**config.mk**
```make
export PLATFORM = sky130hd
export DESIGN_NAME = arcp_rate_converter
export DESIGN_NICKNAME = d
export VERILOG_FILES = /design/src/arcp_pkg.sv /design/src/arcp_decimator.sv /design/src/arcp_rate_converter.sv
export SDC_FILE = /design/constraint.sdc
export NUM_CORES = 1
export LEC_CHECK = 0
export BUFFER_PORTS_ARGS = -buffer_cell sky130_fd_sc_hd__buf_2
export CAP_MARGIN = 20
export CORE_ASPECT_RATIO = 1.25
export CORE_MARGIN = 2
export CORE_UTILIZATION = 45
export DETAILED_ROUTE_END_ITERATION = 10
export PLACE_DENSITY_LB_ADDON = 0.25
export SYNTH_ARGS = -nofsm -noshare
export SYNTH_HDL_FRONTEND = slang
export SYNTH_SLANG_ARGS = --single-unit
```
**constraint.sdc**
```tcl
create_clock -name hclk -period 5.95 [get_ports hclk]
set_input_delay 1.785 -clock hclk [delete_from_list [all_inputs] [get_ports hclk]]
set_output_delay 1.785 -clock hclk [all_outputs]
set_load 0.005 [all_outputs]
```
**src/arcp_pkg.sv**
```systemverilog
// What this block does
// - convert two 24-bit channels, as a stereo pair or two mono channels
// - converted output is two 24-bit words, left aligned in their containers
// - decimate both one-bit density streams to 24-bit words for either output path
// - software input registers: bits 31..8 feed converter bits 23..0, low byte ignored
// - route select picks converter input: audio interface or software input registers
// - results readable in two output registers and routed toward the PCM port
// - separate input and output converters, each with its own auto mode bit
// - manual mode takes rate from the programmable rate register, rewritable anytime
// - manual mode raises the conversion interrupt at the programmed rate
// - automatic mode follows the applied frame sync
// - automatic output feeding the CPU is paced by main frame counter, 8-192 kHz
// - each converter pulses an edge interrupt after conversion, no clearing needed
// - each data register holds one sample only; one transfer per register per interrupt
// - the single-sample registers raise DMA requests
// - converter sample rates supported from 62.5 kHz up to 12.5 MHz
// - density interface drives one shared clock and samples one shared data line
// - left bit captured on falling clock edge, right bit on rising edge
// - density clock programmable from 62.5 kHz to 3.125 MHz
// - density clock can be switched off for microphone sleep
// - density output: two channels stereo or one channel mono with channel select
package arcp_pkg;

    // ==========================================================
    // clock and timing
    localparam int unsigned CLK_HZ         = 25000000;
    localparam int unsigned RATE_MIN_HZ    = 62500;
    localparam int unsigned RATE_MAX_HZ    = 16000000;
    localparam int unsigned DCLK_MIN_HZ    = 62500;
    localparam int unsigned DCLK_MAX_HZ    = 4000000;
    localparam int unsigned FRAME_MIN_HZ   = 8000;
    localparam int unsigned FRAME_MAX_HZ   = 192000;

    localparam logic [15:0] RATE_PER_MIN   = 16'((CLK_HZ + RATE_MAX_HZ - 1) / RATE_MAX_HZ);
    localparam logic [15:0] RATE_PER_MAX   = 16'(CLK_HZ / RATE_MIN_HZ);
    localparam logic [15:0] DCLK_HALF_MIN  = 16'((CLK_HZ + 2 * DCLK_MAX_HZ - 1) / (2 * DCLK_MAX_HZ));
    localparam logic [15:0] DCLK_HALF_MAX  = 16'(CLK_HZ / (2 * DCLK_MIN_HZ));
    localparam logic [15:0] FRAME_PER_MIN  = 16'((CLK_HZ + FRAME_MAX_HZ - 1) / FRAME_MAX_HZ);
    localparam logic [15:0] FRAME_PER_MAX  = 16'(CLK_HZ / FRAME_MIN_HZ);

    // ==========================================================
    // data widths and decimation
    localparam int unsigned SAMPLE_W       = 24;
    localparam int unsigned PAD_W          = 8;
    localparam logic [5:0]  DECIM_LAST     = 6'h3f;
    localparam logic [7:0]  DECIM_MID      = 8'h20;
    localparam int unsigned DECIM_PAD_W    = 17;

    // ==========================================================
    // register byte offsets
    localparam logic [7:0]  ADDR_ROUTE     = 8'h00;
    localparam logic [7:0]  ADDR_CTRL      = 8'h04;
    localparam logic [7:0]  ADDR_IN_RATE   = 8'h08;
    localparam logic [7:0]  ADDR_OUT_RATE  = 8'h0c;
    localparam logic [7:0]  ADDR_IN_LEFT   = 8'h10;
    localparam logic [7:0]  ADDR_IN_RIGHT  = 8'h14;
    localparam logic [7:0]  ADDR_OUT_LEFT  = 8'h18;
    localparam logic [7:0]  ADDR_OUT_RIGHT = 8'h1c;
    localparam logic [7:0]  ADDR_DCLK      = 8'h20;
    localparam logic [7:0]  ADDR_FRAME     = 8'h24;
    localparam logic [7:0]  ADDR_STATUS    = 8'h28;

    // ==========================================================
    // field positions
    localparam int unsigned RT_IN_REGS     = 0;
    localparam int unsigned RT_IN_DENSITY  = 1;
    localparam int unsigned RT_OUT_PCM     = 2;
    localparam int unsigned RT_DMO_DECIM   = 3;
    localparam int unsigned CT_IN_AUTO     = 0;
    localparam int unsigned CT_OUT_AUTO    = 1;
    localparam int unsigned CT_STEREO      = 2;
    localparam int unsigned CT_DCLK_EN     = 3;
    localparam int unsigned CT_DMO_SEL_R   = 4;
    localparam int unsigned CT_DMO_STEREO  = 5;
    localparam int unsigned CT_DMA_EN      = 6;

    // ==========================================================
    // reset values
    localparam logic [3:0]  RST_ROUTE      = 4'h0;
    localparam logic [6:0]  RST_CTRL       = 7'h00;
    localparam logic [15:0] RST_RATE       = RATE_PER_MAX;
    localparam logic [7:0]  RST_DCLK       = 8'h0c;
    localparam logic [11:0] RST_FRAME      = 12'h209;

endpackage

```
**src/arcp_decimator.sv**
```systemverilog
`timescale 1ns/10ps
module arcp_decimator
    import arcp_pkg::*;
(
    input  wire logic                hclk,
    input  wire logic                hresetn,
    input  wire logic                bit_valid,
    input  wire logic                bit_in,
    output logic [SAMPLE_W-1:0]      word_out,
    output logic                     word_valid
);

    logic [5:0] count_ff;
    logic [6:0] ones_ff;
    logic [7:0] total;
    logic [7:0] centred;

    assign total   = {1'b0, ones_ff} + {7'h00, bit_in};
    assign centred = total - DECIM_MID;

    // ==========================================================
    // integrate and dump over one decimation window
    always_ff @(posedge hclk or negedge hresetn) begin
        if (!hresetn) begin
            count_ff   <= 6'h00;
            ones_ff    <= 7'h00;
            word_out   <= 24'h000000;
            word_valid <= 1'b0;
        end else begin
            word_valid <= 1'b0;
            if (bit_valid) begin
                if (count_ff == DECIM_LAST) begin
                    count_ff   <= 6'h00;
                    ones_ff    <= 7'h00;
                    word_out   <= {centred[6:0], {DECIM_PAD_W{1'b0}}};
                    word_valid <= 1'b1;
                end else begin
                    count_ff <= count_ff + 6'h01;
                    ones_ff  <= total[6:0];
                end
            end
        end
    end

endmodule

```
**src/arcp_rate_converter.sv**
```systemverilog
// The implementer's own choices: the register offsets and register access over AHB-Lite.
`timescale 1ns/10ps
module arcp_rate_converter
    import arcp_pkg::*;
(
    input  wire logic                hclk,
    input  wire logic                hresetn,
    input  wire logic                hsel,
    input  wire logic [31:0]         haddr,
    input  wire logic [1:0]          htrans,
    input  wire logic                hwrite,
    input  wire logic [2:0]          hsize,
    input  wire logic [31:0]         hwdata,
    input  wire logic                hready,
    output logic [31:0]              hrdata,
    output logic                     hreadyout,
    output logic                     hresp,
    input  wire logic [SAMPLE_W-1:0] pcm_in_left,
    input  wire logic [SAMPLE_W-1:0] pcm_in_right,
    input  wire logic                pcm_in_valid,
    input  wire logic                frame_sync,
    output logic [SAMPLE_W-1:0]      pcm_out_left,
    output logic [SAMPLE_W-1:0]      pcm_out_right,
    output logic                     pcm_out_valid,
    output logic                     density_mod_clock,
    input  wire logic                density_mod_data_in,
    output logic                     density_mod_output,
    output logic                     input_conversion_irq,
    output logic                     output_conversion_irq,
    output logic                     input_dma_req,
    output logic                     output_dma_req
);

    // ==========================================================
    // declarations
    logic [3:0]          route_ff;
    logic [6:0]          ctrl_ff;
    logic [15:0]         in_rate_ff;
    logic [15:0]         out_rate_ff;
    logic [7:0]          dclk_half_ff;
    logic [11:0]         frame_per_ff;
    logic [SAMPLE_W-1:0] in_reg_l_ff;
    logic [SAMPLE_W-1:0] in_reg_r_ff;
    logic                wr_l_ff;
    logic                wr_r_ff;
    logic [SAMPLE_W-1:0] pcm_l_ff;
    logic [SAMPLE_W-1:0] pcm_r_ff;
    logic [SAMPLE_W-1:0] hold_l_ff;
    logic [SAMPLE_W-1:0] hold_r_ff;
    logic [SAMPLE_W-1:0] out_l_ff;
    logic [SAMPLE_W-1:0] out_r_ff;
    logic                out_full_ff;
    logic                in_irq_ff;
    logic                out_irq_ff;
    logic                pcm_valid_ff;
    logic                dph_wr_ff;
    logic [7:0]          dph_addr_ff;
    logic [31:0]         hrdata_ff;
    logic [31:0]         nxt_rdata;
    logic                fs_s1_ff;
    logic                fs_s2_ff;
    logic                fs_s3_ff;
    logic                di_s1_ff;
    logic                di_s2_ff;
    logic [7:0]          dclk_cnt_ff;
    logic                dclk_ff;
    logic [SAMPLE_W:0]   acc_ff [2];
    logic                dmo_ff;
    logic [15:0]         tick_per [3];
    logic [2:0]          tick;
    logic                addr_phase;
    logic                wr_en;
    logic                rd_take;
    logic                fs_rise;
    logic                in_take;
    logic                out_take;
    logic                dclk_toggle;
    logic                dclk_rise;
    logic                dclk_fall;
    logic [15:0]         dclk_half;
    logic [SAMPLE_W-1:0] dec_l;
    logic [SAMPLE_W-1:0] dec_r;
    logic [SAMPLE_W-1:0] aud_l;
    logic [SAMPLE_W-1:0] aud_r;
    logic [SAMPLE_W-1:0] mod_src [2];
    logic                take_l;
    logic                take_r;
    logic                step_ch;
    logic                step_en;

    function automatic logic [15:0] clamp(input logic [15:0] v, input logic [15:0] lo,
                                          input logic [15:0] hi);
        logic [15:0] r;
        r = v;
        if (v < lo) begin
            r = lo;
        end else if (v > hi) begin
            r = hi;
        end
        return r;
    endfunction

    // ==========================================================
    // bus slave
    assign addr_phase = hsel & hready & htrans[1];
    assign rd_take    = addr_phase & ~hwrite;
    assign wr_en      = dph_wr_ff;
    assign hreadyout  = 1'b1;
    assign hresp      = 1'b0;
    assign hrdata     = hrdata_ff;

    always_ff @(posedge hclk or negedge hresetn) begin
        if (!hresetn) begin
            dph_wr_ff   <= 1'b0;
            dph_addr_ff <= 8'h00;
        end else begin
            dph_wr_ff   <= addr_phase & hwrite;
            dph_addr_ff <= (haddr[31:8] == 24'h000000) ? haddr[7:0] : 8'hff;
        end
    end

    always_comb begin
        nxt_rdata = 32'h00000000;
        if (haddr[31:8] == 24'h000000) begin
            unique case (haddr[7:0])
                ADDR_ROUTE:     nxt_rdata = {28'h0000000, route_ff};
                ADDR_CTRL:      nxt_rdata = {25'h0000000, ctrl_ff};
                ADDR_IN_RATE:   nxt_rdata = {16'h0000, in_rate_ff};
                ADDR_OUT_RATE:  nxt_rdata = {16'h0000, out_rate_ff};
                ADDR_IN_LEFT:   nxt_rdata = {in_reg_l_ff, 8'h00};
                ADDR_IN_RIGHT:  nxt_rdata = {in_reg_r_ff, 8'h00};
                ADDR_OUT_LEFT:  nxt_rdata = {out_l_ff, 8'h00};
                ADDR_OUT_RIGHT: nxt_rdata = {out_r_ff, 8'h00};
                ADDR_DCLK:      nxt_rdata = {24'h000000, dclk_half_ff};
                ADDR_FRAME:     nxt_rdata = {20'h00000, frame_per_ff};
                ADDR_STATUS:    nxt_rdata = {28'h0000000, dclk_ff, out_full_ff, wr_r_ff, wr_l_ff};
                default:        nxt_rdata = 32'h00000000;
            endcase
        end
    end

    always_ff @(posedge hclk or negedge hresetn) begin
        if (!hresetn) begin
            hrdata_ff <= 32'h00000000;
        end else if (rd_take) begin
            hrdata_ff <= nxt_rdata;
        end
    end

    // ==========================================================
    // configuration registers
    always_ff @(posedge hclk or negedge hresetn) begin
        if (!hresetn) begin
            route_ff     <= RST_ROUTE;
            ctrl_ff      <= RST_CTRL;
            in_rate_ff   <= RST_RATE;
            out_rate_ff  <= RST_RATE;
            dclk_half_ff <= RST_DCLK;
            frame_per_ff <= RST_FRAME;
        end else if (wr_en) begin
            unique case (dph_addr_ff)
                ADDR_ROUTE:    route_ff     <= hwdata[3:0];
                ADDR_CTRL:     ctrl_ff      <= hwdata[6:0];
                ADDR_IN_RATE:  in_rate_ff   <= hwdata[15:0];
                ADDR_OUT_RATE: out_rate_ff  <= hwdata[15:0];
                ADDR_DCLK:     dclk_half_ff <= hwdata[7:0];
                ADDR_FRAME:    frame_per_ff <= hwdata[11:0];
                default:       ;
            endcase
        end
    end

    // ==========================================================
    // software input registers, one sample each
    always_ff @(posedge hclk or negedge hresetn) begin
        if (!hresetn) begin
            in_reg_l_ff <= 24'h000000;
            in_reg_r_ff <= 24'h000000;
        end else if (wr_en) begin
            if (dph_addr_ff == ADDR_IN_LEFT) begin
                in_reg_l_ff <= hwdata[31:PAD_W];
            end
            if (dph_addr_ff == ADDR_IN_RIGHT) begin
                in_reg_r_ff <= hwdata[31:PAD_W];
            end
        end
    end

    // written flags: a write in the cycle of a take keeps the flag set
    always_ff @(posedge hclk or negedge hresetn) begin
        if (!hresetn) begin
            wr_l_ff <= 1'b0;
            wr_r_ff <= 1'b0;
        end else begin
            if (wr_en && dph_addr_ff == ADDR_IN_LEFT) begin
                wr_l_ff <= 1'b1;
            end else if (take_l) begin
                wr_l_ff <= 1'b0;
            end
            if (wr_en && dph_addr_ff == ADDR_IN_RIGHT) begin
                wr_r_ff <= 1'b1;
            end else if (take_r) begin
                wr_r_ff <= 1'b0;
            end
        end
    end

    assign input_dma_req = ctrl_ff[CT_DMA_EN] & route_ff[RT_IN_REGS] & ~(wr_l_ff & wr_r_ff);

    // ==========================================================
    // input synchronisers
    always_ff @(posedge hclk or negedge hresetn) begin
        if (!hresetn) begin
            fs_s1_ff <= 1'b0;
            fs_s2_ff <= 1'b0;
            fs_s3_ff <= 1'b0;
            di_s1_ff <= 1'b0;
            di_s2_ff <= 1'b0;
        end else begin
            fs_s1_ff <= frame_sync;
            fs_s2_ff <= fs_s1_ff;
            fs_s3_ff <= fs_s2_ff;
            di_s1_ff <= density_mod_data_in;
            di_s2_ff <= di_s1_ff;
        end
    end

    assign fs_rise = fs_s2_ff & ~fs_s3_ff;

    // ==========================================================
    // rate tickers: input rate, output rate, main frame counter
    assign tick_per[0] = clamp(in_rate_ff, RATE_PER_MIN, RATE_PER_MAX);
    assign tick_per[1] = clamp(out_rate_ff, RATE_PER_MIN, RATE_PER_MAX);
    assign tick_per[2] = clamp({4'h0, frame_per_ff}, FRAME_PER_MIN, FRAME_PER_MAX);

    for (genvar g = 0; g < 3; g++) begin : g_tick
        logic [15:0] cnt_ff;
        always_ff @(posedge hclk or negedge hresetn) begin
            if (!hresetn) begin
                cnt_ff <= 16'h0000;
            end else if (cnt_ff >= tick_per[g] - 16'h0001) begin
                cnt_ff <= 16'h0000;
            end else begin
                cnt_ff <= cnt_ff + 16'h0001;
            end
        end
        assign tick[g] = (cnt_ff >= tick_per[g] - 16'h0001);
    end

    // ==========================================================
    // input converter
    always_ff @(posedge hclk or negedge hresetn) begin
        if (!hresetn) begin
            pcm_l_ff <= 24'h000000;
            pcm_r_ff <= 24'h000000;
        end else if (pcm_in_valid) begin
            pcm_l_ff <= pcm_in_left;
            pcm_r_ff <= pcm_in_right;
        end
    end

    assign aud_l   = route_ff[RT_IN_DENSITY] ? dec_l : pcm_l_ff;
    assign aud_r   = route_ff[RT_IN_DENSITY] ? dec_r : pcm_r_ff;
    assign in_take = ctrl_ff[CT_IN_AUTO] ? fs_rise : tick[0];

    // stereo waits for both words, mono takes each channel on its own
    assign take_l = in_take & (~route_ff[RT_IN_REGS] |
                    (ctrl_ff[CT_STEREO] ? (wr_l_ff & wr_r_ff) : wr_l_ff));
    assign take_r = in_take & (~route_ff[RT_IN_REGS] |
                    (ctrl_ff[CT_STEREO] ? (wr_l_ff & wr_r_ff) : wr_r_ff));

    always_ff @(posedge hclk or negedge hresetn) begin
        if (!hresetn) begin
            hold_l_ff <= 24'h000000;
            hold_r_ff <= 24'h000000;
        end else begin
            if (take_l) begin
                hold_l_ff <= route_ff[RT_IN_REGS] ? in_reg_l_ff : aud_l;
            end
            if (take_r) begin
                hold_r_ff <= route_ff[RT_IN_REGS] ? in_reg_r_ff : aud_r;
            end
        end
    end

    // ==========================================================
    // output converter
    assign out_take = ctrl_ff[CT_OUT_AUTO] ?
                      (route_ff[RT_OUT_PCM] ? fs_rise : tick[2]) : tick[1];

    always_ff @(posedge hclk or negedge hresetn) begin
        if (!hresetn) begin
            out_l_ff <= 24'h000000;
            out_r_ff <= 24'h000000;
        end else if (out_take) begin
            out_l_ff <= hold_l_ff;
            out_r_ff <= hold_r_ff;
        end
    end

    // full until the right word is read; a new sample wins over the read
    always_ff @(posedge hclk or negedge hresetn) begin
        if (!hresetn) begin
            out_full_ff <= 1'b0;
        end else if (out_take) begin
            out_full_ff <= 1'b1;
        end else if (rd_take && haddr[7:0] == ADDR_OUT_RIGHT && haddr[31:8] == 24'h000000) begin
            out_full_ff <= 1'b0;
        end
    end

    assign output_dma_req = ctrl_ff[CT_DMA_EN] & out_full_ff;

    always_ff @(posedge hclk or negedge hresetn) begin
        if (!hresetn) begin
            in_irq_ff    <= 1'b0;
            out_irq_ff   <= 1'b0;
            pcm_valid_ff <= 1'b0;
        end else begin
            in_irq_ff    <= in_take;
            out_irq_ff   <= out_take;
            pcm_valid_ff <= out_take & route_ff[RT_OUT_PCM];
        end
    end

    assign input_conversion_irq  = in_irq_ff;
    assign output_conversion_irq = out_irq_ff;
    assign pcm_out_valid         = pcm_valid_ff;
    assign pcm_out_left          = out_l_ff;
    assign pcm_out_right         = out_r_ff;

    // ==========================================================
    // density clock generator
    assign dclk_half   = clamp({8'h00, dclk_half_ff}, DCLK_HALF_MIN, DCLK_HALF_MAX);
    assign dclk_toggle = ctrl_ff[CT_DCLK_EN] & ({8'h00, dclk_cnt_ff} >= dclk_half - 16'h0001);
    assign dclk_rise   = dclk_toggle & ~dclk_ff;
    assign dclk_fall   = dclk_toggle & dclk_ff;

    always_ff @(posedge hclk or negedge hresetn) begin
        if (!hresetn) begin
            dclk_cnt_ff <= 8'h00;
            dclk_ff     <= 1'b0;
        end else if (!ctrl_ff[CT_DCLK_EN]) begin
            dclk_cnt_ff <= 8'h00;
            dclk_ff     <= 1'b0;
        end else if (dclk_toggle) begin
            dclk_cnt_ff <= 8'h00;
            dclk_ff     <= ~dclk_ff;
        end else begin
            dclk_cnt_ff <= dclk_cnt_ff + 8'h01;
        end
    end

    assign density_mod_clock = dclk_ff;

    // ==========================================================
    // density input capture and decimation
    arcp_decimator u_dec_left (
        .hclk       (hclk),
        .hresetn    (hresetn),
        .bit_valid  (dclk_fall),
        .bit_in     (di_s2_ff),
        .word_out   (dec_l),
        .word_valid ()
    );

    arcp_decimator u_dec_right (
        .hclk       (hclk),
        .hresetn    (hresetn),
        .bit_valid  (dclk_rise),
        .bit_in     (di_s2_ff),
        .word_out   (dec_r),
        .word_valid ()
    );

    // ==========================================================
    // density output modulator
    assign mod_src[0] = route_ff[RT_DMO_DECIM] ? dec_l : hold_l_ff;
    assign mod_src[1] = route_ff[RT_DMO_DECIM] ? dec_r : hold_r_ff;
    assign step_en    = dclk_rise | dclk_fall;
    assign step_ch    = ctrl_ff[CT_DMO_STEREO] ? ctrl_ff[CT_DMO_SEL_R] : dclk_fall;

    always_ff @(posedge hclk or negedge hresetn) begin
        if (!hresetn) begin
            acc_ff[0] <= 25'h0000000;
            acc_ff[1] <= 25'h0000000;
            dmo_ff    <= 1'b0;
        end else if (step_en) begin
            for (int c = 0; c < 2; c++) begin
                if (step_ch == c[0]) begin
                    acc_ff[c] <= {1'b0, acc_ff[c][SAMPLE_W-1:0]} +
                                 {1'b0, mod_src[c] ^ 24'h800000};
                end
            end
            dmo_ff <= acc_ff[step_ch][SAMPLE_W];
        end
    end

    assign density_mod_output = dmo_ff;

endmodule

```
; ---- Yosys cells after proc, flatten, opt, wreduce, memory -nomap -nowiden
; Index checks and enable logic that the tools add are counted.
[word_totals]
wordCells = 183
in_bits = 125
output_inout_bits = 89
regBits = 455
[op_classes]
n_mux = 43
reduce_logical = 22
n_bitwise = 27
magnitude_cmp = 13
n_addsub = 16
eq_ne = 20
[op_table]
columns = operator, n
row1 = $pmux 32 s11, 1
row2 = $mux 24, 6
row3 = $mux 16, 8
row4 = $mux 25, 3
row5 = $sub 16x1->16 const B, 4
row6 = $add 24x24->25, 2
row7 = $add 16x1->16 const B, 3
row8 = $eq 8x5->1 const B, 6
row9 = $ge 16x16->1, 3
row10 = $eq 8x6->1 const B, 5
row11 = $eq 8x4->1 const B, 4
row12 = $gt 16x9->1 const B, 2
row13 = $lt 16x2->1 const B, 2
row14 = $mux 32, 1
row15 = $mux 8, 4
row16 = $logic_not 24->1, 1
row17 = $mux 12, 2
row18 = $reduce_and 2->1, 12
row19 = $eq 8x3->1 const B, 2
row20 = $ge 8x16->1, 1
row21 = $logic_not 8->1, 2
row22 = $and 1x1->1, 15
row23 = $add 7x1->7, 2
row24 = $mux 1, 14
row25 = other kinds (17), 36

; ---- Longest topological paths before layout
; Gate-level depths: netlist (run 1).
[depth]
depth_word = 12
mapped_depth = 23
depth_no_buf = 19

; ---- By module
; A second synthesis (run 1) with hierarchy kept.
[unflattened]
cells_unflattened = 2381
hier_area_um2 = 25370.6
[by_module_without_submodules]
columns = module, area_each_um2, instances, seq_area_each_um2, cells_each
row1 = arcp_rate_converter, 23128.4, 1, 10398.7, 2159
row2 = arcp_decimator, 1121.1, 2, 525.5, 111

; ---- Worst setup path after synthesis (run 1)
; No wires, ideal clock.
[synth_timing]
kind = register -> register
start = register in_rate_ff[2]
end = register hold_l_ff[10]
path_stages_with_launch = 22
required_ps = 5825
period_less_slack_ps = 4596
path_buffers = 4
t_arrival_ps = 4471
slack_ps = 1354
setup_time_ps = 125
cell_sequence = dfrtp_1 -> or3_1 -> or2_2 -> a211o_1 -> a31oi_1 -> buf_2 -> nand3_1 -> ha_1 -> clkbuf_1 -> nand2_1 -> nor4_1 -> xor2_1 -> nor2_1 -> ha_1 -> or2_2 -> a21oi_1 -> a21oi_1 -> a21o_1 -> buf_2 -> o211ai_2 -> buf_4 -> mux2_2
[synth_between]
elab_chain_len = 7
elab_cells_between_ends = 8
cone_classes = add/sub (1) / order compare (3) / mux (3) / bitwise (1)
[synth_rtl]
columns = element, line
row1 = from (decl), arcp_rate_converter.sv:38  ; logic [15:0] in_rate_ff;
row2 = from (signal assigned), arcp_rate_converter.sv:164  ; ADDR_IN_RATE: in_rate_ff <= hwdata[15:0];
row3 = $gt 16x9->1, arcp_rate_converter.sv:97  ; end else if (v > hi) begin
row4 = $mux 16, arcp_rate_converter.sv:97
row5 = $mux 16 *, arcp_rate_converter.sv:95  ; if (v < lo) begin
row6 = $sub 16x1->16 *, arcp_rate_converter.sv:247  ; assign tick[g] = (cnt_ff >= tick_per[g] - 16'h0001);
row7 = $ge 16x16->1 *, arcp_rate_converter.sv:247
row8 = $mux 1 *, arcp_rate_converter.sv:264  ; assign in_take = ctrl_ff[CT_IN_AUTO] ? fs_rise : tick[0];
row9 = $and 1x1->1 *, arcp_rate_converter.sv:267  ; assign take_l = in_take & (~route_ff[RT_IN_REGS] |
row10 = to (signal assigned), arcp_rate_converter.sv:278  ; hold_l_ff <= route_ff[RT_IN_REGS] ? in_reg_l_ff : aud_l;
row11 = to (decl), arcp_rate_converter.sv:48  ; logic [SAMPLE_W-1:0] hold_l_ff;
; Every way passes the cells marked *; elsewhere a longest branch is shown, timed or not.
; A chain may end at the register's enable or synchronous reset.

; ---- Worst setup path after layout (run 1)
[layout_timing]
start = register frame_per_ff[4]
end = register out_l_ff[21] (netlist: pcm_out_left[21])
[layout_between]
elab_chain_len = 7
elab_cells_between_ends = 8
cone_classes = add/sub (1) / order compare (3) / mux (4)
[layout_rtl]
columns = element, line
row1 = from (decl), arcp_rate_converter.sv:41  ; logic [11:0] frame_per_ff;
row2 = from (signal assigned), arcp_rate_converter.sv:167  ; ADDR_FRAME: frame_per_ff <= hwdata[11:0];
row3 = $gt 12x12->1, arcp_rate_converter.sv:97
row4 = $mux 12, arcp_rate_converter.sv:97
row5 = $mux 12 *, arcp_rate_converter.sv:95
row6 = $sub 16x1->16 *, arcp_rate_converter.sv:247
row7 = $ge 16x16->1 *, arcp_rate_converter.sv:247
row8 = $mux 1 *, arcp_rate_converter.sv:289  ; (route_ff[RT_OUT_PCM] ? fs_rise : tick[2]) : tick[1];
row9 = $mux 1 *, arcp_rate_converter.sv:288  ; assign out_take = ctrl_ff[CT_OUT_AUTO] ?
row10 = to (signal assigned), arcp_rate_converter.sv:296  ; out_l_ff <= hold_l_ff;
row11 = to (decl), arcp_rate_converter.sv:50  ; logic [SAMPLE_W-1:0] out_l_ff;
; Marked as above.

==> results.cfg, run 1 <==
[outcome]
run_status = finished clean

[worst_setup_path]
crit-reg2reg-capture = pcm_out_left[21]
element_type_at_the_critical_path_start = register
worst-path-max-fanout = 30
critical_path.endpoint_type = register
worst_r2r_path_depth = 20
worstReg2RegStart = frame_per_ff[4]
critical_path_cell_with_the_highest_stage_delay = sky130_fd_sc_hd__buf_4
critical_path_arrival_ns = 5.45
critPathLaunch = frame_per_ff[4]
crit_path_cell_trace = or3_1 > nor2_1 > nand2_1 > a211oi_1 > nor3_1 > ha_1 > nand2_1 > nor3_1 > a21oi_1 > o22ai_1 > ha_1 > a21oi_1 > nor2b_1 > o21ai_0 > o211a_1 > o31ai_4 > o21ai_2 > a21oi_4 > buf_4 > mux2_1
r2r_slack_ns = 0.98
critical-path-max-stage-delay_ns = 0.55
crit_required_ns = 6.43
worst-setup-path-type = reg2reg

[synthesis]
postSynthCellCount = 2219
synth_seq_cells = 455
synth-edff-count = 0
post_synth_main_area_contributors = sky130_fd_sc_hd__dfrtp_1, sky130_fd_sc_hd__mux2_2, sky130_fd_sc_hd__ha_1
ys_top_cells_by_count = sky130_fd_sc_hd__dfrtp_1, sky130_fd_sc_hd__nand2_1, sky130_fd_sc_hd__mux2_2
post_synth.cell_area_avg_sq_um = 11.0
yosysSeqAreaShare_pct = 46.9
synth_area_sq_mm = 0.0243
synth-async-reset-ratio_pct = 100
synth_top_cell_area_share_pct = 45.7
ys_types = 79
synth.largest_area_cell = sky130_fd_sc_hd__dfrtp_1
yosysWarnings = 0
synth_most_common_cell = sky130_fd_sc_hd__dfrtp_1
synth_top_flop_cell = sky130_fd_sc_hd__dfrtp_1

[routing]
routed_wire_length_per_instance_um = 20.6
vias_after_detailed_routing = 18174
dr.pass1.iters = 6
antenna_left = 0
dr.first_iter.drc_count = 1180
drt-vias-per-instance = 5.69
postRouteWirelength_um = 65600
detail_route.drc_violations = 0

[global_route]
grtUsageTotal_pct = 23.8
grt_remaining_overflow = 0
grt_pass1_wl_um = 105000
vias_in_the_first_global_route = 18666
antenna_found_initial = 4
grt_start_max_net_pins = 122

[min_path]
hold_start = di_s1_ff
min_path_cells = 0
timing.hold.worst.class = reg2reg
hold-path-endpoint = di_s2_ff

[place]
place.gp.congestion = 0.873
buffer_ports.inserted = 207
dp_hpwl_um = 46100
placed_cells_incl_taps = 3100
preCtsSetupSlack_ns = 0.990
dpl-instance-area_sq_mm = 0.0262

[floorplan]
starting_utilization_of_the_core_area_pct = 45.4
die-area_sq_mm = 0.0559
die_w_um = 212
placeable_core_area_sq_mm = 0.0536
rows = 95
floorplan.io_pins = 214
floorplan.die.height_um = 264

[power]
irDropWorstVdd_mv = 0.247
leakage_nw = 13.1
power.density_mw_per_mm2 = 300

[timing]
max_freq_ghz = 0.201
pin_slew_with_the_least_headroom_to_its_limit_ns = 1.13
final_min_period_over_clock_period_pct = 83.4
hold_violations = 0
grt_setup_unrepaired = false
postLayoutSetupSlackWorst_ns = 0.985
max-slew-margin-rel_pct = 25.0
fin_crit_ns = 4.97
setup_viol = 0
setup_total_negative_slack_ns = 0
slew_viol_final = 0
clock-skew-final_ns = 0.0325

[flow_run]
max_cap_violations = 0

[final_layout]
finalNonFillerCells = 3193
final_cell_area_sq_mm = 0.0279
layout-drive-gt1-share_pct = 25.7
finalNetCount = 2671
area_growth_pct = 14.8

[clock_tree]
clk_latency_ns = 0.61
cts_resized = 0
numCtsBuffers = 49
clock_tree.buffer_depth = 3
postCtsSetupBuffers = 0
holdBufCountCts = 0
clkTransAtPathRegs_ns = 0.06
cts_root_buf = sky130_fd_sc_hd__clkbuf_16
clkSinkCount = 455
clock_tree_from_tritoncts = yes
h-tree-depth = 2
==> flip-flops by register name (all words and copies together), names as in the netlist, 12 cells and up <==
register	cells
acc_ff	50
frame_per_ff	12
g_tick.cnt_ff	48
hold_l_ff	24
hold_r_ff	24
hrdata	32
in_rate_ff	16
in_reg_l_ff	24
in_reg_r_ff	24
out_rate_ff	16
pcm_l_ff	24
pcm_out_left	24
pcm_out_right	24
pcm_r_ff	24
==> critical path, delay by kind of cell (launching register included) <==
family | cells | cell delay, ns
AOI/OAI and AO/OA | 9 | 1.64
and+or+nand+nor | 7 | 1.14
adders and majority gates | 2 | 0.65
buffers and inverters | 1 | 0.55
DFF | 1 | 0.44
muxes | 1 | 0.39
==> cell usage in the layout (no fill, tap or decap), drive strengths merged, types with 21 or more instances in the layout <==
master	instances
ha	119
xnor2	53
nor2b	37
mux2i	25
a222oi	21
xor2	66
a21oi	71
o21ai	118
or3	21
inv	34
nand4	22
a22oi	27
dfrtp	444
nand2	221
a22o	68
a21o	26
and3	26
nand3	74
mux2	279
nor3	38
nor2	143
clkbuf	67
buf	237
==> layer usage <==
layer | share of wire [%] | track usage (%) | vias to the layer above
met1 | 42 | 30.6 | 9086
met3 | 5.8 | 4.68 | 140
met4 | 3.8 | 9.33 | 6
met2 | 48 | 39.4 | 502
li1 | - | - | 8440
met5 | 0.070 | 0 | -
==> where the power goes <==
part / internal (W) / switching (W)
Combinational: 0.000710 / 0.000631
Sequential: 0.00341 / 0.000365
Clock: 0.00193 / 0.00132
==> worst max-delay path by stage <==
stage               cells after the start                 to  slack (ns)
floorplan                              21      hold_l_ff[10]        1.35
global route                           20  pcm_out_right[23]        0.57
finish                                 20   pcm_out_left[21]        0.98
CTS                                    20   pcm_out_left[21]        0.97
global placement                       20  pcm_out_right[23]        1.11
detailed placement                     20   pcm_out_left[18]        0.99
==> cells by family (layout without fill, tap and decap cells) <==
group,count (synthesis),count (layout),share of synthesized area [%]
AO/OA/AOI/OAI,432,432,12.5
XOR/XNOR,119,119,4.28
adder cells (fa/ha/maj),121,121,6.29
buffers and inverters,127,361,2.28
flip-flops,455,455,46.9
multiplexers,304,304,14.9
other,2,15,0.0309
AND/OR/NAND/NOR,659,659,12.9
==> metrics by stage <==
| step | power, W | utilization (%) | hold WS [ns] |
|---|---|---|---|
| after detailed placement | 0.00517 | 48.8 | 0.342 |
| final | 0.00836 | 52.1 | 0.350 |
| after CTS | 0.00845 | 52.1 | 0.355 |
| after floorplan | 0.00458 | - | 0.331 |
| after global placement | 0.00512 | 48.8 | 0.337 |
| after global routing | 0.00875 | 52.1 | 0.368 |
==> final cells by class <==
type / instances / area (sq um)
clock inverter: 24 / 310
clock buffer: 67 / 1420
timing repair buffer: 237 / 1320
tap: 727 / 910
inverter: 33 / 124
sequential: 455 / 11400
fill: 4731 / 25700
multi-input combinational: 1649 / 12400
antenna: 1 / 2.50
Note: power is estimated with default switching activity, not from simulation.
==> run 2, diff against run 1 <==
==> constraint.sdc (replaced) <==
create_clock -name hclk -period 5.05 [get_ports hclk]
set_input_delay 1.515 -clock hclk [delete_from_list [all_inputs] [get_ports hclk]]
set_output_delay 1.515 -clock hclk [all_outputs]
set_load 0.005 [all_outputs]
==> run 2 against run 1 <==
  * Die area unchanged
  * Via count increased by 0.66%
  * Non-clock buffer count increased by 8
  * Power increased by 18%
  * Worst hold slack improved by 0.00075 ns
  * Final cell count increased by 0.28%
  * Routed wire length increased by 0.80%
  * Clock skew decreased by 0.0064 ns
  * Critical endpoint is now pcm_out_left[20]
==> results.cfg, run 2 (same netlist as run 1, synthesis figures left out) <==
[final_layout]
largest_register_ffs = 50
layout-drive-gt1-share_pct = 26.0
fillerInstances = 4736
layout.cells.most_common = sky130_fd_sc_hd__dfrtp_1
final-seq-area_sq_mm = 0.0114
reg_with_most_ffs = acc_ff
finalNetCount = 2680
final_cell_area_sq_mm = 0.0280
area_growth_pct = 15.2
area_taken_by_multi_input_logic_gates_sq_mm = 0.0124
layout_common_cells = sky130_fd_sc_hd__dfrtp_1, sky130_fd_sc_hd__nand2_1, sky130_fd_sc_hd__mux2_2

[routing]
dr.first_iter.drc_count = 1240
postRouteWirelength_um = 66200
detail_route.drc_violations = 0
routed_wire_length_per_instance_um = 20.7
drt-vias-per-instance = 5.71
dr.pass1.iters = 6
antenna_left = 0
vias_after_detailed_routing = 18294

[place]
buffer_ports.inserted = 207
place.gp.congestion = 0.872
dp_hpwl_um = 46700
dpl-instance-area_sq_mm = 0.0263

[timing]
timing.hold.ws_ns = 0.351
max-slew-margin-rel_pct = 27.9
hold_violations = 0
clock-skew-final_ns = 0.0261
grt_setup_unrepaired = false
final_min_period_over_clock_period_pct = 92.5
setup_viol = 0
max_freq_ghz = 0.214
setup_total_negative_slack_ns = 0
fin_crit_ns = 4.67
pin_slew_with_the_least_headroom_to_its_limit_ns = 1.07
slew_viol_final = 0

[floorplan]
die-area_sq_mm = 0.0559
placeable_core_area_sq_mm = 0.0536
floorplan.io_pins = 214
die_w_um = 212
starting_utilization_of_the_core_area_pct = 45.4
floorplan.die.height_um = 264
rows = 95

[worst_setup_path]
crit_path_cell_trace = or3_1 > nor4_2 > nor4b_2 > nand3b_1 > ha_1 > a21oi_1 > a22o_1 > ha_1 > a21o_1 > a21oi_1 > o21a_1 > o211ai_1 > nor2_1 > a21oi_4 > buf_12 > mux2_1
critical_path_cell_with_the_highest_stage_delay = sky130_fd_sc_hd__dfrtp_1
r2r_slack_ns = 0.38
worst_r2r_path_depth = 16
element_type_at_the_critical_path_start = register
crit-reg2reg-capture = pcm_out_left[20]
critical_path_arrival_ns = 5.15
crit_required_ns = 5.53
critical_path.endpoint_type = register
worst-setup-path-type = reg2reg
critical-path-max-stage-delay_ns = 0.46
worst-path-max-fanout = 51
worstReg2RegStart = out_rate_ff[2]

[global_route]
grt_start_max_net_pins = 102
grt_pass1_wl_um = 104000
grt_remaining_overflow = 0
grtUsageTotal_pct = 23.8
vias_in_the_first_global_route = 18571
antenna_found_initial = 4

[flow_run]
max_cap_violations = 0

[power]
power.density_mw_per_mm2 = 351
leakage_nw = 13.1
irDropWorstVdd_mv = 0.267

[clock_tree]
h-tree-depth = 2
postCtsSetupBuffers = 0
clock_tree_from_tritoncts = yes
clock_tree.buffer_depth = 3
clk_latency_ns = 0.60
cts_root_buf = sky130_fd_sc_hd__clkbuf_16
clkTransAtPathRegs_ns = 0.06
holdBufCountCts = 0
clkSinkCount = 455
numCtsBuffers = 50

[min_path]
timing.hold.worst.class = reg2reg
min_path_cells = 0
hold-path-endpoint = di_s2_ff
hold_start = di_s1_ff

[outcome]
run_status = finished clean
## run 2: cell types whose count changed in the layout (fill, tap and decap cells not counted), moves of 2 or more
cell,delta
sky130_fd_sc_hd__buf_4,+5
sky130_fd_sc_hd__buf_12,+4
sky130_fd_sc_hd__bufinv_16,-3
sky130_fd_sc_hd__clkbuf_8,+3
sky130_fd_sc_hd__clkbuf_1,+2
sky130_fd_sc_hd__clkbuf_16,+2
sky130_fd_sc_hd__clkinv_2,-2
## run 2: where the power goes
group	switching, W	internal (W)
combinational	0.000745	0.000844
clock	0.00155	0.00223
sequential	0.000436	0.00402
## run 2: critical path: cells and delay by family (launching register included)
family	cells	cell delay, ns
AND/OR/NAND/NOR	5	1.44
AO/OA/AOI/OAI	7	1.20
adder cells (fa/ha/maj)	2	0.64
flip-flops	1	0.46
buffers and inverters	1	0.38
multiplexers	1	0.37
## run 2: stage by stage
step                setup WS [ns]  cells  util [%]  power (W)
floorplan                   0.454   2231         -    0.00539
global placement            0.406   3109      49.0    0.00604
detailed placement          0.325   3109      49.0    0.00610
CTS                         0.301   3201      52.2    0.00991
global route               0.0428   3201      52.3     0.0103
finish                      0.377   3202      52.3    0.00983
## run 2: final cells by class
class / count / area share, %
Clock inverter: 18 / 0.719
Sequential cell: 455 / 40.7
Tap cell: 727 / 3.25
Timing Repair Buffer: 245 / 5.06
Inverter: 33 / 0.442
Multi-Input combinational cell: 1649 / 44.4
Clock buffer: 74 / 5.40
Antenna cell: 1 / 0.00893
## run 2: repair_timing
action | in CTS | in global routing
setup endpoints to repair | 0 | 20
hold endpoints to repair | 0 | 0
gates resized for setup | 0 | 2
## run 2: how the worst max path moves through the flow
stage	startpoint	cells past startpoint	end
final	out_rate_ff[2]	16	pcm_out_left[20]
after floorplan	in_rate_ff[2]	21	hold_l_ff[10]
after global placement	frame_per_ff[4]	20	pcm_out_right[23]
after detailed placement	frame_per_ff[4]	20	pcm_out_left[19]
after CTS	frame_per_ff[4]	20	pcm_out_left[21]
after global routing	out_rate_ff[2]	15	pcm_out_left[21]
## run 2: per-layer routing
metal	wire, um	global-route usage (%)	vias to the layer above
met5	43	0	-
met4	2330	8.56	6
met3	4090	4.79	145
met2	32000	39.7	541
met1	27700	30.6	9131
li1	-	-	8471
==> run 3, diff against run 2 <==
--- a/config.mk
+++ b/config.mk
@@ -14,4 +14,5 @@
 export PLACE_DENSITY_LB_ADDON = 0.25
 export SYNTH_ARGS = -nofsm -noshare
 export SYNTH_HDL_FRONTEND = slang
+export SYNTH_HIERARCHICAL = 1
 export SYNTH_SLANG_ARGS = --single-unit
==> run 3 against run 2 <==
  * Routed wire length rose by 4.4%
  * Clock power is 9.5% lower
  * Critical path depth up 2
  * Non-clock buffer count grew 18
  * Power rose by 0.29%
  * Synthesized cell count up 7.2%
  * Cell area increased by 2.6%
  * Via count up 4.1%
  * Critical endpoint is now pcm_out_right[2]
==> results.cfg, run 3 <==
[worst_setup_path]
critical_path_cell_with_the_highest_stage_delay = sky130_fd_sc_hd__or4_4
timing.critical_path.buf_inv = 1
critical_path.endpoint_type = register
crit_required_ns = 5.51
element_type_at_the_critical_path_start = register
critical_path_arrival_ns = 5.21
crit_path_cell_trace = or4_4 > a211o_1 > a211o_1 > a21boi_0 > ha_1 > and4_1 > o22ai_1 > o21ai_0 > ha_1 > a21o_1 > a21oi_1 > o21ai_1 > a211oi_1 > o31ai_2 > nor2b_1 > o22a_2 > buf_12 > mux2_1
critical-path-max-stage-delay_ns = 0.56
timing.critical_path.max_delay_family = compound AO/OA/AOI/OAI gates
worst-path-max-fanout = 28
worst-setup-path-type = reg2reg

[global_route]
grtUsageTotal_pct = 23.7
grt_remaining_overflow = 0
vias_in_the_first_global_route = 19084
grt_pass1_wl_um = 108000
grt_start_max_net_pins = 107
antenna_found_initial = 11

[clock_tree]
holdBufCountCts = 0
clkSinkCount = 455
clock_tree_from_tritoncts = yes
cts_root_buf = sky130_fd_sc_hd__clkbuf_16
clkTransAtPathRegs_ns = 0.06
clock_tree.buffer_depth = 3
postCtsSetupBuffers = 0
h-tree-depth = 2
numCtsBuffers = 48
clk_latency_ns = 0.60

[timing]
max_freq_ghz = 0.211
final_min_period_over_clock_period_pct = 94.0
setup_total_negative_slack_ns = 0
clock-skew-final_ns = 0.0211
grt_setup_unrepaired = false
slew_viol_final = 0
pin_slew_with_the_least_headroom_to_its_limit_ns = 1.09
fin_crit_ns = 4.75
timing.hold.ws_ns = 0.348
hold_violations = 0
setup_viol = 0
max-slew-margin-rel_pct = 27.4

[floorplan]
placeable_core_area_sq_mm = 0.0558
floorplan.io_pins = 214
floorplan.die.height_um = 269
die_w_um = 216
rows = 97
starting_utilization_of_the_core_area_pct = 45.4
die-area_sq_mm = 0.0582

[synthesis]
yosysWarnings = 6
post_synth.cell_area_avg_sq_um = 10.6
synth_area_sq_mm = 0.0253
postSynthCellCount = 2379

[power]
switchingPower_w = 0.00289
leakage_nw = 13.0
netSwitchingFraction_pct = 29.3
power_frac_comb_pct = 20.8
seq_power_share_pct = 44.4
p_int_w = 0.00697
irDropWorstVdd_mv = 0.272
power.density_mw_per_mm2 = 343
clock_power_share_pct = 34.8

[routing]
dr.first_iter.drc_count = 1120
detail_route.drc_violations = 0
routed_wire_length_per_instance_um = 20.4
vias_after_detailed_routing = 19035
dr.pass1.iters = 6
drt-vias-per-instance = 5.63
postRouteWirelength_um = 69100
antenna_left = 0

[final_layout]
layout.cells.most_common = sky130_fd_sc_hd__dfrtp_1
layout_common_cells = sky130_fd_sc_hd__dfrtp_1, sky130_fd_sc_hd__mux2_2, sky130_fd_sc_hd__nand2_1
area_growth_pct = 13.6
final_cell_area_sq_mm = 0.0288
largest_register_ffs = 50
reg_with_most_ffs = acc_ff
finalNetCount = 2848
fillerInstances = 5107
layout-drive-gt1-share_pct = 25.7

[place]
dpl-instance-area_sq_mm = 0.0272
buffer_ports.inserted = 207
dp_hpwl_um = 51000
place.gp.congestion = 0.913

[outcome]
run_status = finished clean

[flow_run]
max_cap_violations = 0

[min_path]
timing.hold.worst.class = reg2reg
## run 3: through the flow
| stage | total power (W) | util, % | setup WS [ns] | std cells |
|---|---|---|---|---|
| 3_3_place_gp | 0.00642 | 48.8 | 0.237 | 3292 |
| 6_report | 0.00986 | 51.5 | 0.302 | 3381 |
| 5_1_grt | 0.0104 | 51.5 | 0.00208 | 3380 |
| 4_1_cts | 0.00996 | 51.5 | 0.0863 | 3379 |
| 3_5_place_dp | 0.00650 | 48.8 | 0.126 | 3294 |
| 2_1_floorplan | 0.00574 | - | 0.368 | 2423 |
## run 3: what timing repair did
item	in CTS	in global routing
resized for setup	0	5
endpoints found under the setup margin	0	49
hold endpoints to repair	0	0
## run 3: final cells by class
class | instances | area [sq um] | area share (%)
Inverter | 52 | 195 | 0.679
Clock buffer | 78 | 1410 | 4.92
Antenna cell | 2 | 5.00 | 0.0174
Clock inverter | 7 | 78.8 | 0.274
Tap cell | 742 | 928 | 3.23
Multi-Input combinational cell | 1782 | 13200 | 45.9
Sequential cell | 455 | 11400 | 39.7
Timing Repair Buffer | 263 | 1540 | 5.36
## run 3: routing by layer
layer | routed length [um] | track usage [%]
met1 | 27500 | 28.4
met2 | 34400 | 41.0
met3 | 4310 | 5.55
met4 | 2730 | 9.08
met5 | 103 | 0
## run 3: path summary, 6_finish.rpt
path | start | to | slack (ns) | cells after the start
min in group asynchronous | hresetn | g_tick[2].cnt_ff[14] | 0.94 | 1
max in group asynchronous | hresetn | dclk_cnt_ff[3] | 3.04 | 2
hold / removal | di_s1_ff | di_s2_ff | 0.35 | 0
setup reg to reg | frame_per_ff[5] | pcm_out_right[2] | 0.30 | 18
hold reg to reg | di_s1_ff | di_s2_ff | 0.35 | 0
setup / recovery | frame_per_ff[5] | pcm_out_right[2] | 0.30 | 18
## run 3: worst register-to-register path, cell delays in order, from the launching register on
cell and delay (ns):
sky130_fd_sc_hd__dfrtp_1 0.45, sky130_fd_sc_hd__or4_4 0.56, sky130_fd_sc_hd__a211o_1 0.28, sky130_fd_sc_hd__a211o_1 0.34, sky130_fd_sc_hd__a21boi_0 0.15, sky130_fd_sc_hd__ha_1 0.32, sky130_fd_sc_hd__and4_1 0.21, sky130_fd_sc_hd__o22ai_1 0.09
sky130_fd_sc_hd__o21ai_0 0.11, sky130_fd_sc_hd__ha_1 0.30, sky130_fd_sc_hd__a21o_1 0.18, sky130_fd_sc_hd__a21oi_1 0.13, sky130_fd_sc_hd__o21ai_1 0.08, sky130_fd_sc_hd__a211oi_1 0.28, sky130_fd_sc_hd__o31ai_2 0.16, sky130_fd_sc_hd__nor2b_1 0.17
sky130_fd_sc_hd__o22a_2 0.27, sky130_fd_sc_hd__buf_12 0.20, sky130_fd_sc_hd__mux2_1 0.34
## run 3: power by group through the flow
stage | clock network, W | logic [W] | registers, W
5_1_grt | 0.00366 | 0.00228 | 0.00442
3_3_place_gp | 0 | 0.00199 | 0.00443
3_5_place_dp | 0 | 0.00205 | 0.00445
4_1_cts | 0.00351 | 0.00206 | 0.00439
6_report | 0.00343 | 0.00205 | 0.00438
2_1_floorplan | 0 | 0.00146 | 0.00428
